### src/pwm_pkg.sv
package pwm_pkg;
   // ------------------------------------------------------------
   // Clock and ranges
   // ------------------------------------------------------------
   localparam int unsigned CLK_HZ = 50_000_000;
   localparam int unsigned NUM_CH = 4;
   localparam int unsigned CH_W = 3;
   localparam int unsigned DUTY_W = 14;
   localparam int unsigned FREQ_W = 16;
   localparam int unsigned PER_W = 26;
   localparam logic [DUTY_W-1:0] DUTY_FULL = 14'h2710;
   localparam logic [FREQ_W-1:0] FREQ_MIN = 16'h0001;
   localparam logic [FREQ_W-1:0] FREQ_MAX = 16'hc350;
   localparam logic [PER_W-1:0] PER_CLK = 26'h2faf080;
   localparam logic [CH_W-1:0] CH_FIRST = 3'h1;
   localparam logic [CH_W-1:0] CH_LAST = 3'h4;
   localparam int unsigned DIV_STEPS = 26;
endpackage

### src/pwm_channel.sv
`timescale 1ns/1ns
`default_nettype none
module pwm_channel #(
   parameter int unsigned PER_W = 26
) (
   input wire logic clk, // Clock
   input wire logic rst_n, // Async reset, active low
   input wire logic load, // New period and on time are valid
   input wire logic [PER_W-1:0] per_in, // Period in clocks
   input wire logic [PER_W-1:0] on_in, // On time in clocks
   output logic pwm_out // Modulated output, high is on
);
   logic [PER_W-1:0] cnt_r, cnt_nxt;
   logic [PER_W-1:0] per_r, per_nxt;
   logic [PER_W-1:0] on_r, on_nxt;
   logic [PER_W-1:0] pper_r, pper_nxt;
   logic [PER_W-1:0] pon_r, pon_nxt;
   logic pend_r, pend_nxt;
   logic run_r, run_nxt;
   logic out_r, out_nxt;
   logic wrap;
   logic pend_now;

   assign wrap = (cnt_r >= per_r - 1'b1);
   always_comb begin
      pper_nxt = pper_r;
      pon_nxt = pon_r;
      pend_nxt = pend_r;
      per_nxt = per_r;
      on_nxt = on_r;
      run_nxt = run_r;
      cnt_nxt = cnt_r;
      pend_now = pend_r || load;
      if (load) begin
         pper_nxt = per_in;
         pon_nxt = on_in;
         pend_nxt = 1'b1;
      end
      if (!run_r || wrap) begin
         // Settings swap only at a period boundary, no runt pulses
         cnt_nxt = '0;
         if (pend_now) begin
            // A load in the boundary cycle is taken at once, not a
            // whole period later
            per_nxt = load ? per_in : pper_r;
            on_nxt = load ? on_in : pon_r;
            run_nxt = 1'b1;
            pend_nxt = 1'b0;
         end
      end else begin
         cnt_nxt = cnt_r + 1'b1;
      end
      out_nxt = run_nxt && (cnt_nxt < on_nxt);
   end

   always_ff @(posedge clk or negedge rst_n) begin
      if (!rst_n) begin
         cnt_r <= '0;
         per_r <= '0;
         on_r <= '0;
         pper_r <= '0;
         pon_r <= '0;
         pend_r <= 1'b0;
         run_r <= 1'b0;
         out_r <= 1'b0;
      end else begin
         cnt_r <= cnt_nxt;
         per_r <= per_nxt;
         on_r <= on_nxt;
         pper_r <= pper_nxt;
         pon_r <= pon_nxt;
         pend_r <= pend_nxt;
         run_r <= run_nxt;
         out_r <= out_nxt;
      end
   end
   assign pwm_out = out_r;

   a_idle_off: assert property (
      @(posedge clk) disable iff (!rst_n) !run_r |-> !out_r)
      else $error("output on before settings");
   a_on_count: assert property (
      @(posedge clk) disable iff (!rst_n)
      run_r && $stable(on_r) && $past(run_r) |->
         out_r == (cnt_r < on_r)) else $error("on time mismatch");
   a_swap_edge: assert property (
      @(posedge clk) disable iff (!rst_n)
      $past(run_r) && !$stable(per_r) |-> cnt_r == '0)
      else $error("settings changed mid period");
   a_count_max: assert property (
      @(posedge clk) disable iff (!rst_n) run_r |-> cnt_r < per_r)
      else $error("counter past period");
endmodule
`default_nettype wire

### src/four_channel_pwm.sv
`timescale 1ns/1ns
`default_nettype none
module four_channel_pwm (
   input wire logic clk, // 50 MHz clock
   input wire logic rst_n, // Async reset, active low
   input wire logic set_valid, // Modulation set statement strobe
   input wire logic [pwm_pkg::CH_W-1:0] set_channel, // Channel 1..4
   input wire logic [pwm_pkg::DUTY_W-1:0] set_duty, // Duty, 0.01 %
   input wire logic [pwm_pkg::FREQ_W-1:0] set_freq, // Frequency, Hz
   output logic set_ready, // Idle, may take a statement
   output logic set_error, // Last statement refused
   output logic [pwm_pkg::NUM_CH-1:0] pwm_out // Bit 0 is channel 1
);
   localparam int unsigned W = pwm_pkg::PER_W;
   localparam int unsigned PW = 2 * W;

   typedef enum logic [1:0] {IDLE, DIV_PER, DIV_ON, LOAD} state_e;

   // ------------------------------------------------------------
   // Statement capture and period arithmetic
   // ------------------------------------------------------------
   // A serial divider trades latency (about 55 clocks) for area.
   state_e st_r, st_nxt;
   logic [1:0] ch_r, ch_nxt;
   logic [pwm_pkg::DUTY_W-1:0] duty_r, duty_nxt;
   logic [W-1:0] dvs_r, dvs_nxt;
   logic [PW-1:0] rem_r, rem_nxt;
   logic [W-1:0] quo_r, quo_nxt;
   logic [W-1:0] per_r, per_nxt;
   logic [4:0] step_r, step_nxt;
   logic rdy_r, rdy_nxt;
   logic err_r, err_nxt;
   logic [pwm_pkg::NUM_CH-1:0] load_r, load_nxt;
   logic [PW-1:0] trial;

   function automatic logic stmt_ok(input logic [pwm_pkg::CH_W-1:0] c,
      input logic [pwm_pkg::DUTY_W-1:0] d,
      input logic [pwm_pkg::FREQ_W-1:0] f);
      stmt_ok = c >= pwm_pkg::CH_FIRST && c <= pwm_pkg::CH_LAST &&
         d <= pwm_pkg::DUTY_FULL && f >= pwm_pkg::FREQ_MIN &&
         f <= pwm_pkg::FREQ_MAX;
   endfunction

   assign trial = {rem_r[PW-2:0], 1'b0};

   always_comb begin
      st_nxt = st_r;
      ch_nxt = ch_r;
      duty_nxt = duty_r;
      dvs_nxt = dvs_r;
      rem_nxt = rem_r;
      quo_nxt = quo_r;
      per_nxt = per_r;
      step_nxt = step_r;
      rdy_nxt = rdy_r;
      err_nxt = err_r;
      load_nxt = '0;
      case (st_r)
         IDLE: begin
            if (set_valid) begin
               if (stmt_ok(set_channel, set_duty, set_freq)) begin
                  ch_nxt = 2'(set_channel - pwm_pkg::CH_FIRST);
                  duty_nxt = set_duty;
                  // Period = clock / freq, rounded to nearest clock
                  dvs_nxt = W'(set_freq);
                  rem_nxt = PW'(pwm_pkg::PER_CLK) + PW'(set_freq >> 1);
                  quo_nxt = '0;
                  step_nxt = '0;
                  rdy_nxt = 1'b0;
                  err_nxt = 1'b0;
                  st_nxt = DIV_PER;
               end else begin
                  err_nxt = 1'b1;
               end
            end
         end
         DIV_PER, DIV_ON: begin
            // Restoring division: rem holds dividend in low half, or in both halves in DIV_ON
            if (trial[PW-1:W] >= dvs_r) begin
               rem_nxt = {trial[PW-1:W] - dvs_r, trial[W-1:0]};
               quo_nxt = {quo_r[W-2:0], 1'b1};
            end else begin
               rem_nxt = trial;
               quo_nxt = {quo_r[W-2:0], 1'b0};
            end
            rem_nxt = {rem_nxt[PW-1:W], rem_nxt[W-1:0]};
            step_nxt = step_r + 5'h01;
            if (step_r == 5'(pwm_pkg::DIV_STEPS - 1)) begin
               if (st_r == DIV_PER) begin
                  per_nxt = quo_nxt;
                  // On = period * duty / 10000, rounded
                  dvs_nxt = W'(pwm_pkg::DUTY_FULL);
                  // The product fills both halves of rem; its upper
                  // half stays below the divisor, so the quotient
                  // fits in W bits even for a 1 Hz period.
                  rem_nxt = PW'(quo_nxt) * PW'(duty_r) +
                     PW'(pwm_pkg::DUTY_FULL >> 1);
                  quo_nxt = '0;
                  step_nxt = '0;
                  st_nxt = DIV_ON;
               end else begin
                  st_nxt = LOAD;
               end
            end
         end
         LOAD: begin
            load_nxt[ch_r] = 1'b1;
            rdy_nxt = 1'b1;
            st_nxt = IDLE;
         end
         default: st_nxt = IDLE;
      endcase
   end

   always_ff @(posedge clk or negedge rst_n) begin
      if (!rst_n) begin
         st_r <= IDLE;
         ch_r <= '0;
         duty_r <= '0;
         dvs_r <= '0;
         rem_r <= '0;
         quo_r <= '0;
         per_r <= '0;
         step_r <= '0;
         rdy_r <= 1'b1;
         err_r <= 1'b0;
         load_r <= '0;
      end else begin
         st_r <= st_nxt;
         ch_r <= ch_nxt;
         duty_r <= duty_nxt;
         dvs_r <= dvs_nxt;
         rem_r <= rem_nxt;
         quo_r <= quo_nxt;
         per_r <= per_nxt;
         step_r <= step_nxt;
         rdy_r <= rdy_nxt;
         err_r <= err_nxt;
         load_r <= load_nxt;
      end
   end

   assign set_ready = rdy_r;
   assign set_error = err_r;

   // ------------------------------------------------------------
   // Channels
   // ------------------------------------------------------------
   for (genvar i = 0; i < pwm_pkg::NUM_CH; i++) begin : g_ch
      pwm_channel #(.PER_W(W)) u_ch (
         .clk(clk),
         .rst_n(rst_n),
         .load(load_r[i]),
         .per_in(per_r),
         .on_in(quo_r),
         .pwm_out(pwm_out[i])
      );
   end

   // ------------------------------------------------------------
   // Checks
   // ------------------------------------------------------------
   // Timing figures below follow the two 26-step divisions.

   a_busy_ignore: assert property (
      @(posedge clk) disable iff (!rst_n) st_r != IDLE |-> !set_ready)
      else $error("ready while busy");
   a_load_time: assert property (
      @(posedge clk) disable iff (!rst_n)
      st_r == IDLE && set_valid &&
         stmt_ok(set_channel, set_duty, set_freq) |->
         ##54 |load_r) else $error("load not on time");
   a_bad_flag: assert property (
      @(posedge clk) disable iff (!rst_n)
      st_r == IDLE && set_valid &&
         !stmt_ok(set_channel, set_duty, set_freq) |=> set_error)
      else $error("bad statement not flagged");
   a_one_load: assert property (
      @(posedge clk) disable iff (!rst_n) $onehot0(load_r))
      else $error("several channels loaded");
   a_err_clear: assert property (
      @(posedge clk) disable iff (!rst_n)
      st_r == IDLE && set_valid &&
         stmt_ok(set_channel, set_duty, set_freq) |=> !set_error)
      else $error("error kept after good statement");
   a_ready_back: assert property (
      @(posedge clk) disable iff (!rst_n) |load_r |-> set_ready)
      else $error("not ready at load");
   a_on_in_per: assert property (
      @(posedge clk) disable iff (!rst_n) st_r == LOAD |-> quo_r <= per_r)
      else $error("on time longer than period");
   c_take: cover property (@(posedge clk) disable iff (!rst_n)
      st_r == IDLE && set_valid);
   c_load4: cover property (@(posedge clk) disable iff (!rst_n) load_r[3]);
   c_out_on: cover property (@(posedge clk) disable iff (!rst_n)
      $rose(pwm_out[0]));
   c_refuse: cover property (@(posedge clk) disable iff (!rst_n)
      st_r == IDLE && set_valid && !stmt_ok(set_channel, set_duty, set_freq));
   c_err_gone: cover property (@(posedge clk) disable iff (!rst_n)
      $fell(set_error));
endmodule
`default_nettype wire

### config.mk
export PLATFORM = sky130hd
export DESIGN_NAME = four_channel_pwm
export DESIGN_NICKNAME = d
export VERILOG_FILES = /design/src/pwm_pkg.sv /design/src/pwm_channel.sv /design/src/four_channel_pwm.sv
export SDC_FILE = /design/constraint.sdc
export NUM_CORES = 2
export LEC_CHECK = 0
export ABC_AREA = 1
export BUFFER_PORTS_ARGS = -buffer_cell sky130_fd_sc_hd__buf_2
export CAP_MARGIN = 20
export CORE_ASPECT_RATIO = 1.4
export CORE_UTILIZATION = 45
export DETAILED_ROUTE_END_ITERATION = 8
export SYNTH_ARGS = -nofsm -noshare
export SYNTH_HDL_FRONTEND = slang
export SYNTH_SLANG_ARGS = --single-unit
### constraint.sdc
create_clock -name clk -period 10.25 [get_ports clk]
set_clock_uncertainty 0.1 [all_clocks]
set_input_delay 1.5375 -clock clk [delete_from_list [all_inputs] [get_ports clk]]
set_output_delay 1.5375 -clock clk [all_outputs]
set_load 0.02 [all_outputs]
**After elaboration in Yosys (flattened, before gate mapping)**

Cells that the tools add are included.

- Equal/unequal tests: 8
- Add/subtract/negate cells: 13
- Div/mod/pow operators: 0
- Order comparisons: 16
- Multipliers: 1
- Reductions and logical operators: 36
- Shift operators: 0
- Multiplexer cells: 75
- Bitwise operators: 0

Operators with widths:

| operator | number |
|---|---|
| 2-to-1 mux 26 bit | 29 |
| 2-to-1 mux 51 bit | 5 |
| greater-or-equal comparator 26 bit | 5 |
| adder 26 x 1 -> 26 bit, second input constant | 4 |
| < comparator 26 bit | 4 |
| one-hot mux 26 bit (2 select lines) | 2 |
| subtractor 26 x 1 -> 26 bit, second input constant | 4 |
| one-hot mux 51 bit (2 select lines) | 1 |
| adder 40 x 13 -> 41 bit, second input constant | 1 |
| multiplier 26 x 14 -> 40 bit | 1 |
| adder 26 x 15 -> 27 bit, first input constant | 1 |
| 2-to-1 mux 1 bit | 26 |
| subtractor 25 bit | 1 |
| 2-to-1 mux 5 bit | 4 |
| greater-or-equal comparator 16 x 1 -> 1 bit, second input constant | 1 |
| less-or-equal comparator 16 bit, second input constant | 1 |
| AND reduction 3 bit | 5 |
| less-or-equal comparator 14 bit, second input constant | 1 |
| one-hot mux 5 bit (2 select lines) | 1 |
| AND reduction 2 bit | 5 |
| logical AND 1 bit | 9 |
| logical OR 1 bit | 8 |
| != test 2 bit, second input constant | 4 |
| 2-to-1 mux 2 bit | 3 |
| 18 further kinds | 23 |

- Latch bits: 0
- Output and inout bits: 6
- Memories kept: 0
- Register bits after elaboration: 690
- Memory bits (read-only): 0
- Word-level logic and storage cells: 192
- Input port bits: 36
- Memory bits (writable): 0

**Logic depth before layout (Yosys ltp)**

- Depth in word-level cells: 8
- Gate-level depth with buffers: 43
- Depth with buffers taken out: 40

**By module**

Synthesis repeated with hierarchy kept, for this count alone.

- Cells, all modules: 6431
- Area, all modules: 49885.3 um^2

Modules (own cells, without submodules):

| module | cells each | area each (um^2) | seq. area each (um^2) | times used |
|---|---|---|---|---|
| four_channel_pwm | 2921 | 21066.5 | 3704.8 | 1 |
| pwm_channel at g_ch[1].u_ch | 902 | 7395.8 | 3328.2 | 1 |
| pwm_channel at g_ch[0].u_ch | 874 | 7151.9 | 3328.2 | 1 |
| pwm_channel at g_ch[3].u_ch | 868 | 7150.6 | 3328.2 | 1 |
| pwm_channel at g_ch[2].u_ch | 866 | 7120.6 | 3328.2 | 1 |

**Worst setup path before layout**

Ideal clock, no wire load.

- Path kind: register to register
- Start point: reg rem_r[25]
- End point: reg rem_r[27]
- Data arrival time: 6955 ps
- Setup time: 117 ps
- Data required time: 10033 ps
- Path slack: 3079 ps
- Stages on the path, launching flop included: 38
- Buffers on the path: 3
- Period minus slack after synthesis: 7171 ps
- Cell sequence: dfrtp_1 -> inv_1 -> ha_1 -> inv_1 -> fa_1 -> nand3_1 -> nand3_1 -> a21oi_1 -> inv_1 -> nand2_1 -> nand2_1 -> nand3_1 -> nand3_1 -> buf_4 -> buf_2 -> buf_4 -> nand2_1 -> fa_1 -> (+2 left out) -> fa_1 -> inv_1 -> fa_1 -> inv_1 -> fa_1 -> inv_1 -> ha_1 -> nand2_1 -> inv_1 -> a21oi_1 -> o21ai_0 -> a21oi_1 -> o21ai_0 -> or2_2 -> nand3_1 -> nand2_1 -> nand2_1 -> nand2_1

- Word-level cells in the longest chain between the ends: 8
- Elaborated cells between the ends (all ways): 10
- Those cells by class: add/sub: 2; mul: 1; order compare: 1; mux: 6

RTL lines:

| what | RTL line | RTL |
|---|---|---|
| start: declaration | four_channel_pwm.sv:27 | `logic [PW-1:0] rem_r, rem_nxt;` |
| start signal: assignment | four_channel_pwm.sv:133 | `rem_r <= rem_nxt;` |
| greater-or-equal comparator 26 bit | four_channel_pwm.sv:79 | `if (trial[PW-1:W] >= dvs_r) begin` |
| 2-to-1 mux 1 bit | four_channel_pwm.sv:79 |  |
| 2-to-1 mux 26 bit | four_channel_pwm.sv:58 | `case (st_r)` |
| multiplier 26 x 14 -> 40 bit | four_channel_pwm.sv:96 | `rem_nxt = PW'(quo_nxt) * PW'(duty_r) +` |
| adder 40 x 13 -> 41 bit | four_channel_pwm.sv:96 |  |
| 2-to-1 mux 51 bit | four_channel_pwm.sv:89 | `if (st_r == DIV_PER) begin` |
| 2-to-1 mux 51 bit * | four_channel_pwm.sv:88 | `if (step_r == 5'(pwm_pkg::DIV_STEPS - 1)) begin` |
| one-hot mux 51 bit (2 select lines) * | four_channel_pwm.sv:58 |  |

Mark *: on every way between the ends. The rest lies on a longest branch, timed or not. The select of a mux whose other input is x is not followed.
A chain may end at the register's enable or synchronous reset.

**Worst setup path after layout**

- Start point: reg rem_r[25]
- End point: reg rem_r[37]

The elaborated chain is that of the path after synthesis.

==> results.cfg <==
[logic_synthesis]
ys_types = 65
ys_seq_area_frac = 0.3542
synthTopCellsByArea = dfrtp_1, nand2_1, fa_1
synthTopCellsByCount = nand2_1, inv_1, dfrtp_1, nor2_1, ha_1
synth_nets = 6688
synth.most_common_cell = nand2_1
ys_warn_count = 0
synth_flop_cell = dfrtp_1
synthCells = 6001
async_flop_share = 1.000
synth_area_mm2 = 0.04804
yosys_register_bits = 680
synth_top_cell_area_share = 0.3537
syn_area_per_cell_um2 = 8.006
synth_edf_count = 0
yosysTopAreaCell = dfrtp_1

[floorplan]
dieArea_mm2 = 0.1081
die_x_um = 278.2
num_rows = 141
coreArea_mm2 = 0.1057
io_pins = 42
initial_core_util = 0.4546
die_y_um = 388.6

[cts]
htree_levels = 3
clk_latency_ps = 710
cts_setup_buffers = 0
cts_buffer_depth = 3
cts_buffers = 75
postCtsResizedCells = 0
cts_root_buf = clkbuf_16
cts_hold_buf = 0
path_clk_slew_ps = 60
cts_tree = built
clock_sinks = 680

[run_status]
status = completed

[hold_path]
min_path_type = flop to flop

[layout]
drive_above_1_share = 0.04909
design_area_mm2 = 0.05235
final_cells = 7369
finalNetCount = 6634
syn_to_final_growth_pct = 8.961

[power_and_ir_drop]
powerDensity_mw_per_mm2 = 205.6
p_leak_uw = 0.02807
max-vdd-ir-drop_mv = 0.2478

[routing]
ant_nets = 0
wl_um = 135300
route.detailed.drc = 0
drt_pre_antenna_iters = 5
via_count = 38180
drt-vias-per-instance = 5.181
wl_per_cell_um = 18.36
drtIter0Drc = 2314

[worst_setup_path]
endpoint = rem_r[37]$_DFFE_PN0P_
required_ps = 10700
cp.arrival_ps = 8760
critPathCaptureType = flop
critPathLaunchType = flop
reg2reg_to = rem_r[37]$_DFFE_PN0P_
critPathMaxStageDelay_ps = 750
critPathLaunch = rem_r[25]$_DFFE_PN0P_
r2r_slack_ps = 1940
reg2reg_depth = 36
crit_top_cell = nand2_1
crit_fanout = 16
crit_type = flop to flop
crit_slowest_cell = o31ai_1
timing.rr.start = rem_r[25]$_DFFE_PN0P_

[sta]
post-route-period-util = 0.8103
slew_violations = 0
whs_ps = 365.1
final-setup-viol-count = 0
worst_pin_slew_ps = 1153
slew_headroom = 0.2316
finalWorstSetupSlack_ps = 1945
rsz0062_at_grt = no
min_period_ps = 8305
setup_tns_ps = 0
fmax_mhz = 120.4
finalHoldViolCount = 0

[placement]
dp_hpwl_um = 100800
portBuffers = 41
gp_congestion = 0.9889
dpl.cell_count = 7228
place_area_mm2 = 0.04949
pre_cts_ws_ps = 2009

[global_route]
grt_usage = 0.2575
grt_max_degree = 155
antenna_found_initial = 2
grt_first_pass_wirelength_um = 217000
grt_pass1_vias = 39503
grt_overflow = 0

[run]
drv_cap = 0
-- flip-flops by register name (all words and copies together) (netlist names), 5 cells and up --
register          count
per_r                26
g_ch.u_ch.cnt_r     104
dvs_r                16
g_ch.u_ch.pon_r     104
g_ch.u_ch.per_r     104
g_ch.u_ch.on_r      104
step_r                5
duty_r               14
rem_r                51
g_ch.u_ch.pper_r    104
quo_r                26
-- logic make-up after synthesis --
kind of cell,after synthesis,synth area share
flops,680,0.3542
simple gates,2585,0.2217
fa+ha+maj,651,0.2153
xor+xnor,167,0.03044
compound gates,713,0.08193
buf+inv,1205,0.09644
-- through the flow --
| step | power, µW | utilization |
|---|---|---|
| global route | 11660 | 0.4953 |
| finish | 10760 | 0.4954 |
| CTS | 10880 | 0.4953 |
| global placement | 7665 | 0.4681 |
| floorplan | 6359 | - |
| detailed placement | 7686 | 0.4684 |
-- layout make-up --
| type | instances | area [µm²] |
|---|---|---|
| multi-input cells | 4116 | 26400 |
| fillers | 10239 | 53330 |
| well taps | 1358 | 1699 |
| flip-flops and latches | 680 | 17020 |
| inverters | 975 | 3662 |
| clock inverters | 39 | 749.5 |
| repair buffers | 99 | 708.2 |
| clock buffers | 100 | 2101 |
| diodes | 2 | 5.005 |
-- how the worst min path moves through the flow --
| stage | start | endpoint | slack [ps] | cells past startpoint |
|---|---|---|---|---|
| 3_5_place_dp | g_ch[2].u_ch.pper_r[2]$_DFF_PN0_ | g_ch[2].u_ch.pper_r[2]$_DFF_PN0_ | 350 | 2 |
| 5_1_grt | g_ch[0].u_ch.pon_r[20]$_DFF_PN0_ | g_ch[0].u_ch.pon_r[20]$_DFF_PN0_ | 380 | 2 |
| 6_report | g_ch[3].u_ch.pper_r[14]$_DFF_PN0_ | g_ch[3].u_ch.pper_r[14]$_DFF_PN0_ | 370 | 2 |
| 4_1_cts | g_ch[2].u_ch.pper_r[2]$_DFF_PN0_ | g_ch[2].u_ch.pper_r[2]$_DFF_PN0_ | 370 | 2 |
| 3_3_place_gp | g_ch[3].u_ch.pper_r[23]$_DFF_PN0_ | g_ch[3].u_ch.pper_r[23]$_DFF_PN0_ | 350 | 2 |
| 2_1_floorplan | g_ch[0].u_ch.run_r$_DFF_PN0_ | g_ch[0].u_ch.run_r$_DFF_PN0_ | 330 | 2 |
-- power breakdown --
group / internal, µW / switching, µW
clock network: 1850 / 1260
logic: 1520 / 3100
registers: 2850 / 182
-- placed cells by master, fill, tap and decap left out, drive strengths merged, types with 7 or more instances in the layout --
| master | instances |
|---|---|
| nand3b | 9 |
| ha | 358 |
| clkbuf | 100 |
| xor2 | 131 |
| clkinv | 23 |
| dfrtp | 679 |
| o21a | 8 |
| nand3 | 158 |
| nand4 | 65 |
| buf | 99 |
| nor4 | 29 |
| nor3 | 80 |
| fa | 293 |
| nor2 | 413 |
| o21bai | 7 |
| inv | 972 |
| a211oi | 15 |
| nand2 | 1803 |
| xnor2 | 36 |
| a31oi | 63 |
| bufinv | 15 |
| a21oi | 189 |
| o21ai | 347 |
| nor3b | 13 |
| a21o | 10 |
| o211ai | 17 |
| o22ai | 29 |
-- routing by layer --
layer	wire length, µm	global-route usage	vias up	share of wire
met2	71820	0.4795	716	0.53
met4	6040	0.1174	0	0.045
met3	4646	0.02639	282	0.034
li1	-	-	18632	-
met1	52820	0.2942	18550	0.39
met5	0	0	-	0
-- critical path, delay by kind of cell, from the launching register on --
family | cells | cell delay [ps]
DFF | 1 | 370
buffers and inverters | 8 | 510
and+or+nand+nor | 17 | 2030
AOI/OAI and AO/OA | 2 | 1100
adders and majority gates | 9 | 4030
No activity file was read; power rests on OpenSTA's default activity.
